--- config.mk ---
export PLATFORM = sky130hd
export DESIGN_NAME = mtc_ctrl
export DESIGN_NICKNAME = d
export VERILOG_FILES = /design/src/design/mtc_pkg.sv /design/src/design/mtc_read_check.sv /design/src/design/mtc_ctrl.sv
export SDC_FILE = /design/constraint.sdc
export NUM_CORES = 1
export LEC_CHECK = 0
export BUFFER_PORTS_ARGS = -buffer_cell sky130_fd_sc_hd__buf_4
export CAP_MARGIN = 20
export CORE_UTILIZATION = 57
export CTS_CLUSTER_DIAMETER = 60
export DETAILED_ROUTE_END_ITERATION = 6
export GPL_ROUTABILITY_DRIVEN = 0
export PLACE_DENSITY = 0.91
export SLEW_MARGIN = 20
export SYNTH_ARGS = -nofsm -noshare
export SYNTH_HDL_FRONTEND = slang
export SYNTH_HIERARCHICAL = 1
export SYNTH_SLANG_ARGS = --single-unit
--- constraint.sdc ---
create_clock -name aclk -period 3.19 [get_ports aclk]
set_input_delay 0.319 -clock aclk [delete_from_list [all_inputs] [get_ports aclk]]
set_output_delay 0.319 -clock aclk [all_outputs]
set_load 0.02 [all_outputs]
--- src/design/mtc_pkg.sv ---
// Package with the register map, field layout and carrier types of the tape controller.
package mtc_pkg;

    // Register byte offsets on the AXI4-Lite bus.
    localparam logic [7:0] ADDR_SETUP = 8'h00;
    localparam logic [7:0] ADDR_DATA = 8'h04;
    localparam logic [7:0] ADDR_STATUS = 8'h08;
    localparam logic [7:0] ADDR_MOTION = 8'h0c;
    localparam logic [7:0] ADDR_WCHAR = 8'h10;
    localparam logic [7:0] ADDR_RCHAR = 8'h14;
    localparam logic [7:0] ADDR_RCTL = 8'h18;
    localparam logic [7:0] ADDR_IRQ_STAT = 8'h1c;
    localparam logic [7:0] ADDR_IRQ_MASK = 8'h20;
    localparam logic [7:0] ADDR_CHAN = 8'h24;
    localparam logic [7:0] ADDR_VECT = 8'h28;

    // Setup order selection bits, highest first.
    localparam int SEL_STATUS = 15;
    localparam int SEL_ID = 14;
    localparam int SEL_CHAN = 13;
    localparam int SEL_VECT = 12;

    // Identification number returned by the setup order; the value is arbitrary.
    localparam logic [15:0] DEVICE_ID = 16'h005a;

    // Status word bit positions; bit 15 is the first bit of the word.
    localparam int ST_VPE = 15;
    localparam int ST_LRC = 12;
    localparam int ST_READY = 7;
    localparam int ST_ONLINE = 6;
    localparam int ST_EOT = 5;
    localparam int ST_REWINDING = 4;
    localparam int ST_LOAD_POINT = 3;
    localparam int ST_PROTECT = 2;
    localparam int ST_OVERRUN = 1;
    localparam int ST_REWIND_INT = 0;

    // Motion order fields.
    localparam int MO_FWD = 4;
    localparam int MO_REV = 5;
    localparam int MO_RWD = 6;
    localparam int MO_WRT = 7;
    localparam logic [3:0] UNIT_0 = 4'h8;

    // Write character register: bit 8 asks for the check character strobe.
    localparam int WC_CHECK = 8;
    // Read control register: bit 0 marks the end of a record.
    localparam int RC_EOR = 0;

    // Interrupt status and mask layout.
    localparam int IRQ_W = 5;
    localparam int IRQ_READY = 0;
    localparam int IRQ_RCHAR = 1;
    localparam int IRQ_REWIND = 2;
    localparam int IRQ_ILLEGAL = 3;
    localparam int IRQ_ERROR = 4;

    localparam logic [1:0] RESP_OKAY = 2'h0;
    localparam logic [1:0] RESP_SLVERR = 2'h2;

    // Transport condition lines of the selected transport.
    typedef struct packed {
        logic ready;
        logic online;
        logic end_of_tape_line;
        logic rewinding;
        logic load_point;
        logic file_protect;
    } mtc_cond_t;

    // Motion command lines with one-hot transport select, bit 0 is transport 0.
    typedef struct packed {
        logic forward_command;
        logic reverse_command;
        logic rewind_command;
        logic write_command;
        logic [3:0] select;
    } mtc_motion_t;

    // One tape character with its parity bit.
    typedef struct packed {
        logic [7:0] data;
        logic parity;
    } mtc_char_t;

    // Odd parity bit over one character.
    function automatic logic odd_parity(input logic [7:0] d);
        return ~(^d);
    endfunction

endpackage

--- src/design/mtc_read_check.sv ---
// Read character capture with vertical parity and longitudinal check.
`timescale 1ns/100ps

module mtc_read_check (
    // Clock and reset
    input wire logic aclk,
    input wire logic aresetn,
    // Transport read side
    input wire logic [7:0] read_char_lines,
    input wire logic read_parity_line,
    input wire logic read_char_strobe,
    // Control from the controller
    input wire logic end_of_record,
    // Results
    output mtc_pkg::mtc_char_t char_out,
    output logic char_valid,
    output logic parity_err,
    output logic lrc_err
);

    typedef struct packed {
        logic strobe_prev;
        mtc_pkg::mtc_char_t chr;
        logic valid;
        logic perr;
        logic [8:0] lrc;
        logic lrc_bad;
    } mtc_rc_state_t;

    mtc_rc_state_t s_reg, s_next;

    always_comb begin
        s_next = s_reg;
        s_next.valid = 1'b0;
        s_next.perr = 1'b0;
        s_next.lrc_bad = 1'b0;
        s_next.strobe_prev = read_char_strobe;
        // Capture once per strobe, on its rising edge, so a long strobe is one character.
        if (read_char_strobe && !s_reg.strobe_prev) begin
            s_next.chr = '{data: read_char_lines, parity: read_parity_line};
            s_next.valid = 1'b1;
            s_next.perr = (mtc_pkg::odd_parity(read_char_lines) != read_parity_line);
            s_next.lrc = s_reg.lrc ^ {read_char_lines, read_parity_line};
        end
        // The check character itself folds into the sum, so a good record leaves zero.
        if (end_of_record) begin
            s_next.lrc_bad = |s_next.lrc;
            s_next.lrc = '0;
        end
    end

    always_ff @(posedge aclk) begin
        if (!aresetn) begin
            s_reg <= '0;
        end else begin
            s_reg <= s_next;
        end
    end

    assign char_out = s_reg.chr;
    assign char_valid = s_reg.valid;
    assign parity_err = s_reg.perr;
    assign lrc_err = s_reg.lrc_bad;
endmodule

--- src/design/mtc_ctrl.sv ---
// Tape controller top: AXI4-Lite registers, setup data register, status word, transport lines.
//
// The placing of the registers and the AXI4-Lite register port were decided locally.
`timescale 1ns/100ps

module mtc_ctrl (
    // Clock and reset
    input wire logic aclk,
    input wire logic aresetn,
    // AXI4-Lite write address and data
    input wire logic [7:0] s_axi_awaddr,
    input wire logic s_axi_awvalid,
    output logic s_axi_awready,
    input wire logic [31:0] s_axi_wdata,
    input wire logic [3:0] s_axi_wstrb,
    input wire logic s_axi_wvalid,
    output logic s_axi_wready,
    // AXI4-Lite write response
    output logic [1:0] s_axi_bresp,
    output logic s_axi_bvalid,
    input wire logic s_axi_bready,
    // AXI4-Lite read
    input wire logic [7:0] s_axi_araddr,
    input wire logic s_axi_arvalid,
    output logic s_axi_arready,
    output logic [31:0] s_axi_rdata,
    output logic [1:0] s_axi_rresp,
    output logic s_axi_rvalid,
    input wire logic s_axi_rready,
    // Interrupt
    output logic irq,
    // Transport write side
    output logic [7:0] write_char_lines,
    output logic write_parity,
    output logic write_char_strobe,
    output logic check_char_strobe,
    output mtc_pkg::mtc_motion_t motion_command_lines,
    // Transport read side
    input mtc_pkg::mtc_cond_t transport_condition_lines,
    input wire logic [7:0] read_char_lines,
    input wire logic read_parity_line,
    input wire logic read_char_strobe
);

    typedef struct packed {
        logic aw_held;
        logic [7:0] aw_addr;
        logic w_held;
        logic [31:0] w_data;
        logic [3:0] w_strb;
        logic bvalid;
        logic [1:0] bresp;
        logic rvalid;
        logic [31:0] rdata;
        logic [1:0] rresp;
        logic setup_pend;
        logic [15:0] setup_val;
        logic [15:0] hold;
        logic data_ready;
        logic vpe;
        logic lrc_err;
        logic ovr;
        logic rwi;
        mtc_pkg::mtc_cond_t cond;
        mtc_pkg::mtc_motion_t motion;
        logic [7:0] wchar;
        logic wpar;
        logic wpend;
        logic wstb;
        logic lstb;
        mtc_pkg::mtc_char_t rchar;
        logic rchar_full;
        logic eor;
        logic [mtc_pkg::IRQ_W-1:0] irq_stat;
        logic [mtc_pkg::IRQ_W-1:0] irq_mask;
        logic [15:0] chan;
        logic [15:0] vect;
    } mtc_state_t;

    mtc_state_t s_reg, s_next;

    logic [15:0] status_word;
    logic do_write;
    logic do_read;
    logic [31:0] wd;
    logic [mtc_pkg::IRQ_W-1:0] irq_set;
    logic [mtc_pkg::IRQ_W-1:0] irq_clr;
    logic [3:0] unit;
    logic motion_ok;
    mtc_pkg::mtc_char_t rc_char;
    logic rc_valid;
    logic rc_perr;
    logic rc_lrc;

    // Unstrobed byte lanes read as zero, so partial writes never carry stale bits.
    function automatic logic [31:0] lanes(input logic [31:0] d, input logic [3:0] strb);
        logic [31:0] r;
        r = '0;
        for (int i = 0; i < 4; i++) begin
            if (strb[i]) begin
                r[i*8 +: 8] = d[i*8 +: 8];
            end
        end
        return r;
    endfunction

    mtc_read_check u_read_check (
        .aclk(aclk),
        .aresetn(aresetn),
        .read_char_lines(read_char_lines),
        .read_parity_line(read_parity_line),
        .read_char_strobe(read_char_strobe),
        .end_of_record(s_reg.eor),
        .char_out(rc_char),
        .char_valid(rc_valid),
        .parity_err(rc_perr),
        .lrc_err(rc_lrc)
    );

    always_comb begin
        status_word = '0;
        status_word[mtc_pkg::ST_VPE] = s_reg.vpe;
        status_word[mtc_pkg::ST_LRC] = s_reg.lrc_err;
        status_word[mtc_pkg::ST_READY] = s_reg.cond.ready;
        status_word[mtc_pkg::ST_ONLINE] = s_reg.cond.online;
        status_word[mtc_pkg::ST_EOT] = s_reg.cond.end_of_tape_line;
        status_word[mtc_pkg::ST_REWINDING] = s_reg.cond.rewinding;
        status_word[mtc_pkg::ST_LOAD_POINT] = s_reg.cond.load_point;
        status_word[mtc_pkg::ST_PROTECT] = s_reg.cond.file_protect;
        status_word[mtc_pkg::ST_OVERRUN] = s_reg.ovr;
        status_word[mtc_pkg::ST_REWIND_INT] = s_reg.rwi;
    end

    assign s_axi_awready = !s_reg.aw_held && !s_reg.bvalid;
    assign s_axi_wready = !s_reg.w_held && !s_reg.bvalid;
    assign s_axi_arready = !s_reg.rvalid;
    assign do_write = s_reg.aw_held && s_reg.w_held && !s_reg.bvalid;
    assign do_read = s_axi_arvalid && !s_reg.rvalid;
    assign wd = lanes(s_reg.w_data, s_reg.w_strb);
    assign unit = wd[3:0];
    // A motion command needs a ready transport; a bare select does not.
    assign motion_ok = $onehot(unit) && (s_reg.cond.ready || wd[mtc_pkg::MO_WRT:mtc_pkg::MO_FWD] == 4'h0);

    always_comb begin
        s_next = s_reg;
        irq_set = '0;
        irq_clr = '0;
        s_next.wstb = 1'b0;
        s_next.lstb = 1'b0;
        s_next.eor = 1'b0;
        s_next.setup_pend = 1'b0;
        s_next.cond = transport_condition_lines;

        // Write channel bookkeeping; address and data may arrive in either order.
        if (s_axi_awvalid && s_axi_awready) begin
            s_next.aw_held = 1'b1;
            s_next.aw_addr = s_axi_awaddr;
        end
        if (s_axi_wvalid && s_axi_wready) begin
            s_next.w_held = 1'b1;
            s_next.w_data = s_axi_wdata;
            s_next.w_strb = s_axi_wstrb;
        end
        if (s_reg.bvalid && s_axi_bready) begin
            s_next.bvalid = 1'b0;
        end

        // Write strobe trails the data by one cycle so the lines are settled first.
        if (s_reg.wpend) begin
            s_next.wstb = 1'b1;
            s_next.wpend = 1'b0;
        end

        if (do_write) begin
            s_next.aw_held = 1'b0;
            s_next.w_held = 1'b0;
            s_next.bvalid = 1'b1;
            s_next.bresp = mtc_pkg::RESP_OKAY;
            case ({s_reg.aw_addr[7:2], 2'b00})
                mtc_pkg::ADDR_SETUP: begin
                    s_next.setup_pend = 1'b1;
                    s_next.setup_val = wd[15:0];
                end
                mtc_pkg::ADDR_MOTION: begin
                    if (motion_ok) begin
                        s_next.motion.forward_command = wd[mtc_pkg::MO_FWD];
                        s_next.motion.reverse_command = wd[mtc_pkg::MO_REV];
                        s_next.motion.rewind_command = wd[mtc_pkg::MO_RWD];
                        s_next.motion.write_command = wd[mtc_pkg::MO_WRT];
                        s_next.motion.select = {unit[0], unit[1], unit[2], unit[3]};
                        // A new operation starts with clean error flags.
                        s_next.vpe = 1'b0;
                        s_next.lrc_err = 1'b0;
                        s_next.ovr = 1'b0;
                        s_next.rwi = 1'b0;
                    end else begin
                        irq_set[mtc_pkg::IRQ_ILLEGAL] = 1'b1;
                    end
                end
                mtc_pkg::ADDR_WCHAR: begin
                    if (wd[mtc_pkg::WC_CHECK]) begin
                        s_next.lstb = 1'b1;
                    end else begin
                        s_next.wchar = wd[7:0];
                        s_next.wpar = mtc_pkg::odd_parity(wd[7:0]);
                        s_next.wpend = 1'b1;
                    end
                end
                mtc_pkg::ADDR_RCTL: s_next.eor = wd[mtc_pkg::RC_EOR];
                mtc_pkg::ADDR_IRQ_STAT: irq_clr = wd[mtc_pkg::IRQ_W-1:0];
                mtc_pkg::ADDR_IRQ_MASK: s_next.irq_mask = wd[mtc_pkg::IRQ_W-1:0];
                mtc_pkg::ADDR_CHAN: s_next.chan = wd[15:0];
                mtc_pkg::ADDR_VECT: s_next.vect = wd[15:0];
                mtc_pkg::ADDR_DATA, mtc_pkg::ADDR_STATUS, mtc_pkg::ADDR_RCHAR: begin
                end
                default: s_next.bresp = mtc_pkg::RESP_SLVERR;
            endcase
        end

        // Read channel; reading the holding or read character register consumes it.
        if (s_reg.rvalid && s_axi_rready) begin
            s_next.rvalid = 1'b0;
        end
        if (do_read) begin
            s_next.rvalid = 1'b1;
            s_next.rresp = mtc_pkg::RESP_OKAY;
            s_next.rdata = '0;
            case ({s_axi_araddr[7:2], 2'b00})
                mtc_pkg::ADDR_SETUP: s_next.rdata[15:0] = s_reg.setup_val;
                mtc_pkg::ADDR_DATA: begin
                    s_next.rdata[15:0] = s_reg.hold;
                    s_next.rdata[16] = s_reg.data_ready;
                    s_next.data_ready = 1'b0;
                end
                mtc_pkg::ADDR_STATUS: s_next.rdata[15:0] = status_word;
                mtc_pkg::ADDR_MOTION: s_next.rdata[7:0] = {s_reg.motion.write_command,
                    s_reg.motion.rewind_command, s_reg.motion.reverse_command,
                    s_reg.motion.forward_command, s_reg.motion.select};
                mtc_pkg::ADDR_WCHAR: s_next.rdata[8:0] = {s_reg.wpar, s_reg.wchar};
                mtc_pkg::ADDR_RCHAR: begin
                    s_next.rdata[9:0] = {s_reg.rchar_full, s_reg.rchar.parity, s_reg.rchar.data};
                    s_next.rchar_full = 1'b0;
                end
                mtc_pkg::ADDR_RCTL: begin
                end
                mtc_pkg::ADDR_IRQ_STAT: s_next.rdata[mtc_pkg::IRQ_W-1:0] = s_reg.irq_stat;
                mtc_pkg::ADDR_IRQ_MASK: s_next.rdata[mtc_pkg::IRQ_W-1:0] = s_reg.irq_mask;
                mtc_pkg::ADDR_CHAN: s_next.rdata[15:0] = s_reg.chan;
                mtc_pkg::ADDR_VECT: s_next.rdata[15:0] = s_reg.vect;
                default: s_next.rresp = mtc_pkg::RESP_SLVERR;
            endcase
        end

        // Setup order, one cycle after the write; the highest selection bit wins.
        if (s_reg.setup_pend) begin
            if (s_reg.setup_val[mtc_pkg::SEL_STATUS]) begin
                s_next.hold = status_word;
            end else if (s_reg.setup_val[mtc_pkg::SEL_ID]) begin
                s_next.hold = mtc_pkg::DEVICE_ID;
            end else if (s_reg.setup_val[mtc_pkg::SEL_CHAN]) begin
                s_next.hold = s_reg.chan;
            end else if (s_reg.setup_val[mtc_pkg::SEL_VECT]) begin
                s_next.hold = s_reg.vect;
            end
            if (|s_reg.setup_val[mtc_pkg::SEL_STATUS:mtc_pkg::SEL_VECT]) begin
                // Set wins over a same-cycle input transfer.
                s_next.data_ready = 1'b1;
                irq_set[mtc_pkg::IRQ_READY] = 1'b1;
            end else begin
                irq_set[mtc_pkg::IRQ_ILLEGAL] = 1'b1;
            end
        end

        // Read characters; an uncollected character being overwritten is an overrun.
        if (rc_valid) begin
            s_next.rchar = rc_char;
            s_next.rchar_full = 1'b1;
            irq_set[mtc_pkg::IRQ_RCHAR] = 1'b1;
            if (s_reg.rchar_full) begin
                s_next.ovr = 1'b1;
            end
        end
        if (rc_perr) begin
            s_next.vpe = 1'b1;
        end
        if (rc_lrc) begin
            s_next.lrc_err = 1'b1;
        end
        if (rc_perr || rc_lrc || (rc_valid && s_reg.rchar_full)) begin
            irq_set[mtc_pkg::IRQ_ERROR] = 1'b1;
        end

        // Rewind ends at load point: flag it and interrupt.
        if (s_reg.cond.rewinding && !transport_condition_lines.rewinding && transport_condition_lines.load_point) begin
            s_next.rwi = 1'b1;
            irq_set[mtc_pkg::IRQ_REWIND] = 1'b1;
        end

        s_next.irq_stat = (s_reg.irq_stat & ~irq_clr) | irq_set;
    end

    always_ff @(posedge aclk) begin
        if (!aresetn) begin
            s_reg <= '0;
            s_reg.wpar <= mtc_pkg::odd_parity(8'h00);
        end else begin
            s_reg <= s_next;
        end
    end

    assign s_axi_bvalid = s_reg.bvalid;
    assign s_axi_bresp = s_reg.bresp;
    assign s_axi_rvalid = s_reg.rvalid;
    assign s_axi_rdata = s_reg.rdata;
    assign s_axi_rresp = s_reg.rresp;
    assign irq = |(s_reg.irq_stat & s_reg.irq_mask);
    assign write_char_lines = s_reg.wchar;
    assign write_parity = s_reg.wpar;
    assign write_char_strobe = s_reg.wstb;
    assign check_char_strobe = s_reg.lstb;
    assign motion_command_lines = s_reg.motion;
endmodule

==> results.py <==
metrics = {
    "outcome": {
        "status": "finished clean",
    },
    "sta": {
        "fin_crit_ns": 2.73,
        "fin_tns_setup_ns": 0,
        "slew_headroom_pct": 38.6,
        "fin_crit_sh_pct": 85.7,
        "worst_pin_slew_ns": 0.918,
        "slew_viol_final": 0,
        "clock_skew_ns": 0.00794,
        "fmaxAchievable_mhz": 366,
        "finalHoldViolations": 0,
        "hold_ws_ns": 0.0897,
        "setup_ws_ns": 0.458,
        "finalSetupViolCount": 0,
        "rsz0062_at_grt": "no",
    },
    "clock_tree": {
        "cts.hold.buffers_added": 0,
        "cts_sinks": 186,
        "cts.path.max_buffers": 2,
        "htree_levels": 4,
        "cts_buffers": 17,
        "clock_latency_ns": 0.44,
        "cts-root-buf": "clkbuf_16",
        "post-cts-setup-buffer-count": 0,
        "cts_tree": "yes",
        "clk_pin_slew_ns": 0.07,
        "post_cts_resized": 0,
    },
    "power": {
        "pwr_density_cell_mw_per_mm2": 505,
        "p_int_mw": 3.72,
        "pwr-share-seq_pct": 49.3,
        "p_sw_mw": 1.26,
        "fin_total_pwr_mw": 4.98,
        "power_switching_share_pct": 25.3,
        "ir_drop_uv": 398,
        "p_comb_share_pct": 9.2,
        "power_frac_clock_pct": 41.5,
        "leakagePower_nw": 3.78,
    },
    "floorplanning": {
        "die_w_um": 127,
        "die_h_um": 127,
        "ios": 136,
        "rows": 45,
        "die_area_mm2": 0.0161,
        "coreArea_mm2": 0.0152,
        "initial_core_util_pct": 58.4,
    },
    "global_routing": {
        "grt_overflow": 0,
        "grt_max_degree": 72,
        "grt_usage_pct": 30.6,
        "first_global_vias": 7078,
        "grt_pass1_wl_um": 38200,
        "antenna_found_initial": 0,
    },
    "place": {
        "pre_cts_slack_ns": 0.274,
        "place_area_mm2": 0.00928,
        "dp_hpwl_um": 16100,
        "dpl.cell_count": 1230,
        "portBuffers": 96,
    },
    "finish": {
        "final_common_cell": "dfxtp_1",
        "largest_reg_flops": 124,
        "nFillCells": 1192,
        "drive_gt1_share_pct": 17.8,
        "fin_cells": 1262,
        "final_nets": 1142,
        "utilization_pct": 64.9,
        "antennaDiodeCount": 0,
        "syn_to_final_growth_pct": 11.2,
        "final_area_mm2": 0.00987,
        "final_cell_mix": "dfxtp_1, nand2_1, buf_4",
    },
    "synthesis": {
        "synth_warnings": 6,
        "ys_ff_latch": 186,
        "async_flop_share_pct": 0,
        "ys_types": 67,
        "synth_cells": 1045,
        "ys_top_cells_by_area": "dfxtp_1, nand2_1, mux2i_1",
        "netlist_area_mm2": 0.00887,
        "yosysTopAreaCellShare_pct": 42.0,
        "synth_top_cell_by_area": "dfxtp_1",
        "avgSynthCellArea_um2": 8.49,
        "seq_area_frac_synth_pct": 42.0,
        "synth_edf_count": 0,
        "ys.flop_type": "dfxtp_1",
    },
    "route": {
        "wire_per_inst_um": 19.2,
        "met1_length_um": 9740,
        "vias": 7804,
        "antenna_left": 0,
        "route.met2.wl_um": 10700,
        "drcViolationCount": 0,
        "finalWirelength_um": 24200,
        "drtIter0Drc": 1052,
        "via_per_inst": 6.18,
        "top_layer": "met4",
        "first_pass_iters": 6,
        "met3WireLength_um": 3040,
    },
    "critical_path": {
        "cp.required_ns": 3.50,
        "startpoint_type": "flip-flop",
        "worst-path-max-fanout": 11,
        "criticalPathCategory": "reg -> reg",
        "arrival_ns": 3.05,
        "critPathCaptureType": "flip-flop",
    },
    "hold_path": {
        "hp-class": "in -> reg",
    },
    "job": {
        "drv_cap": 0,
    },
}
## path summary, 6_finish.rpt
kind	from	to	slack [ns]	depth (start not counted)
setup / recovery	s_reg[155]	motion_command_lines[5]	0.46	8
hold / removal	transport_condition_lines[4]	s_reg[77]	0.09	2
setup reg to reg	s_reg[155]	motion_command_lines[5]	0.46	8
hold reg to reg	s_reg[55]	write_char_strobe	0.44	1
## Yosys cell counts, types with 8 or more instances
cell type	instances
mux2_2	23
mux2i_1	54
clkbuf_1	48
nand2b_1	11
nor2_1	82
dfxtp_1	186
a21oi_1	96
nand3_1	42
a21boi_0	9
xnor2_1	14
nand2_1	150
a221oi_1	17
o21ai_0	35
buf_4	63
buf_1	8
and2_1	22
inv_1	21
a22oi_1	12
a31oi_1	13
nor3_1	21
buf_2	10
xor2_1	11
## final cells by class
class	count	area [µm²]	area share, %
clock buffer	22	484	4.91
tap	188	235	2.38
multi-input combinational	720	4380	44.4
clock inverter	10	92.6	0.938
sequential	186	3720	37.7
timing repair buffer	114	868	8.80
inverter	22	83.8	0.850
## per-layer routing
layer | up-vias | GRT usage (%)
li1 | 3576 | -
met1 | 3672 | 41.0
met2 | 486 | 46.1
met3 | 70 | 10.2
met4 | 0 | 11.0
met5 | - | 0
## power by group through the flow
stage	Clock, mW	Combinational, mW	Sequential (mW)
detailed placement	0	0.447	2.50
global placement	0	0.435	2.50
CTS	2.07	0.451	2.45
floorplan	0	0.339	2.48
finish	2.07	0.458	2.45
global route	2.17	0.498	2.46
## worst max-delay path: stages (launching register included)
cell	delay, ns
dfxtp_1	0.47
nand2_1	0.12
inv_1	0.11
fa_1	0.43
ha_1	0.21
ha_1	0.31
or4b_4	0.63
o21ai_0	0.23
a21oi_1	0.11
## logic make-up (layout without fill, tap and decap cells)
family,Yosys count,after routing,share of synthesized area (%)
other,1,17,0.0423
adder cells (fa/ha/maj),6,6,0.931
XOR/XNOR,25,25,2.47
multiplexers,80,80,9.77
AND/OR/NAND/NOR,378,378,20.2
flip-flops,186,186,42.0
buffers and inverters,155,168,9.60
AO/OA/AOI/OAI,214,214,15.0
Power figures use the tool's default switching activity.
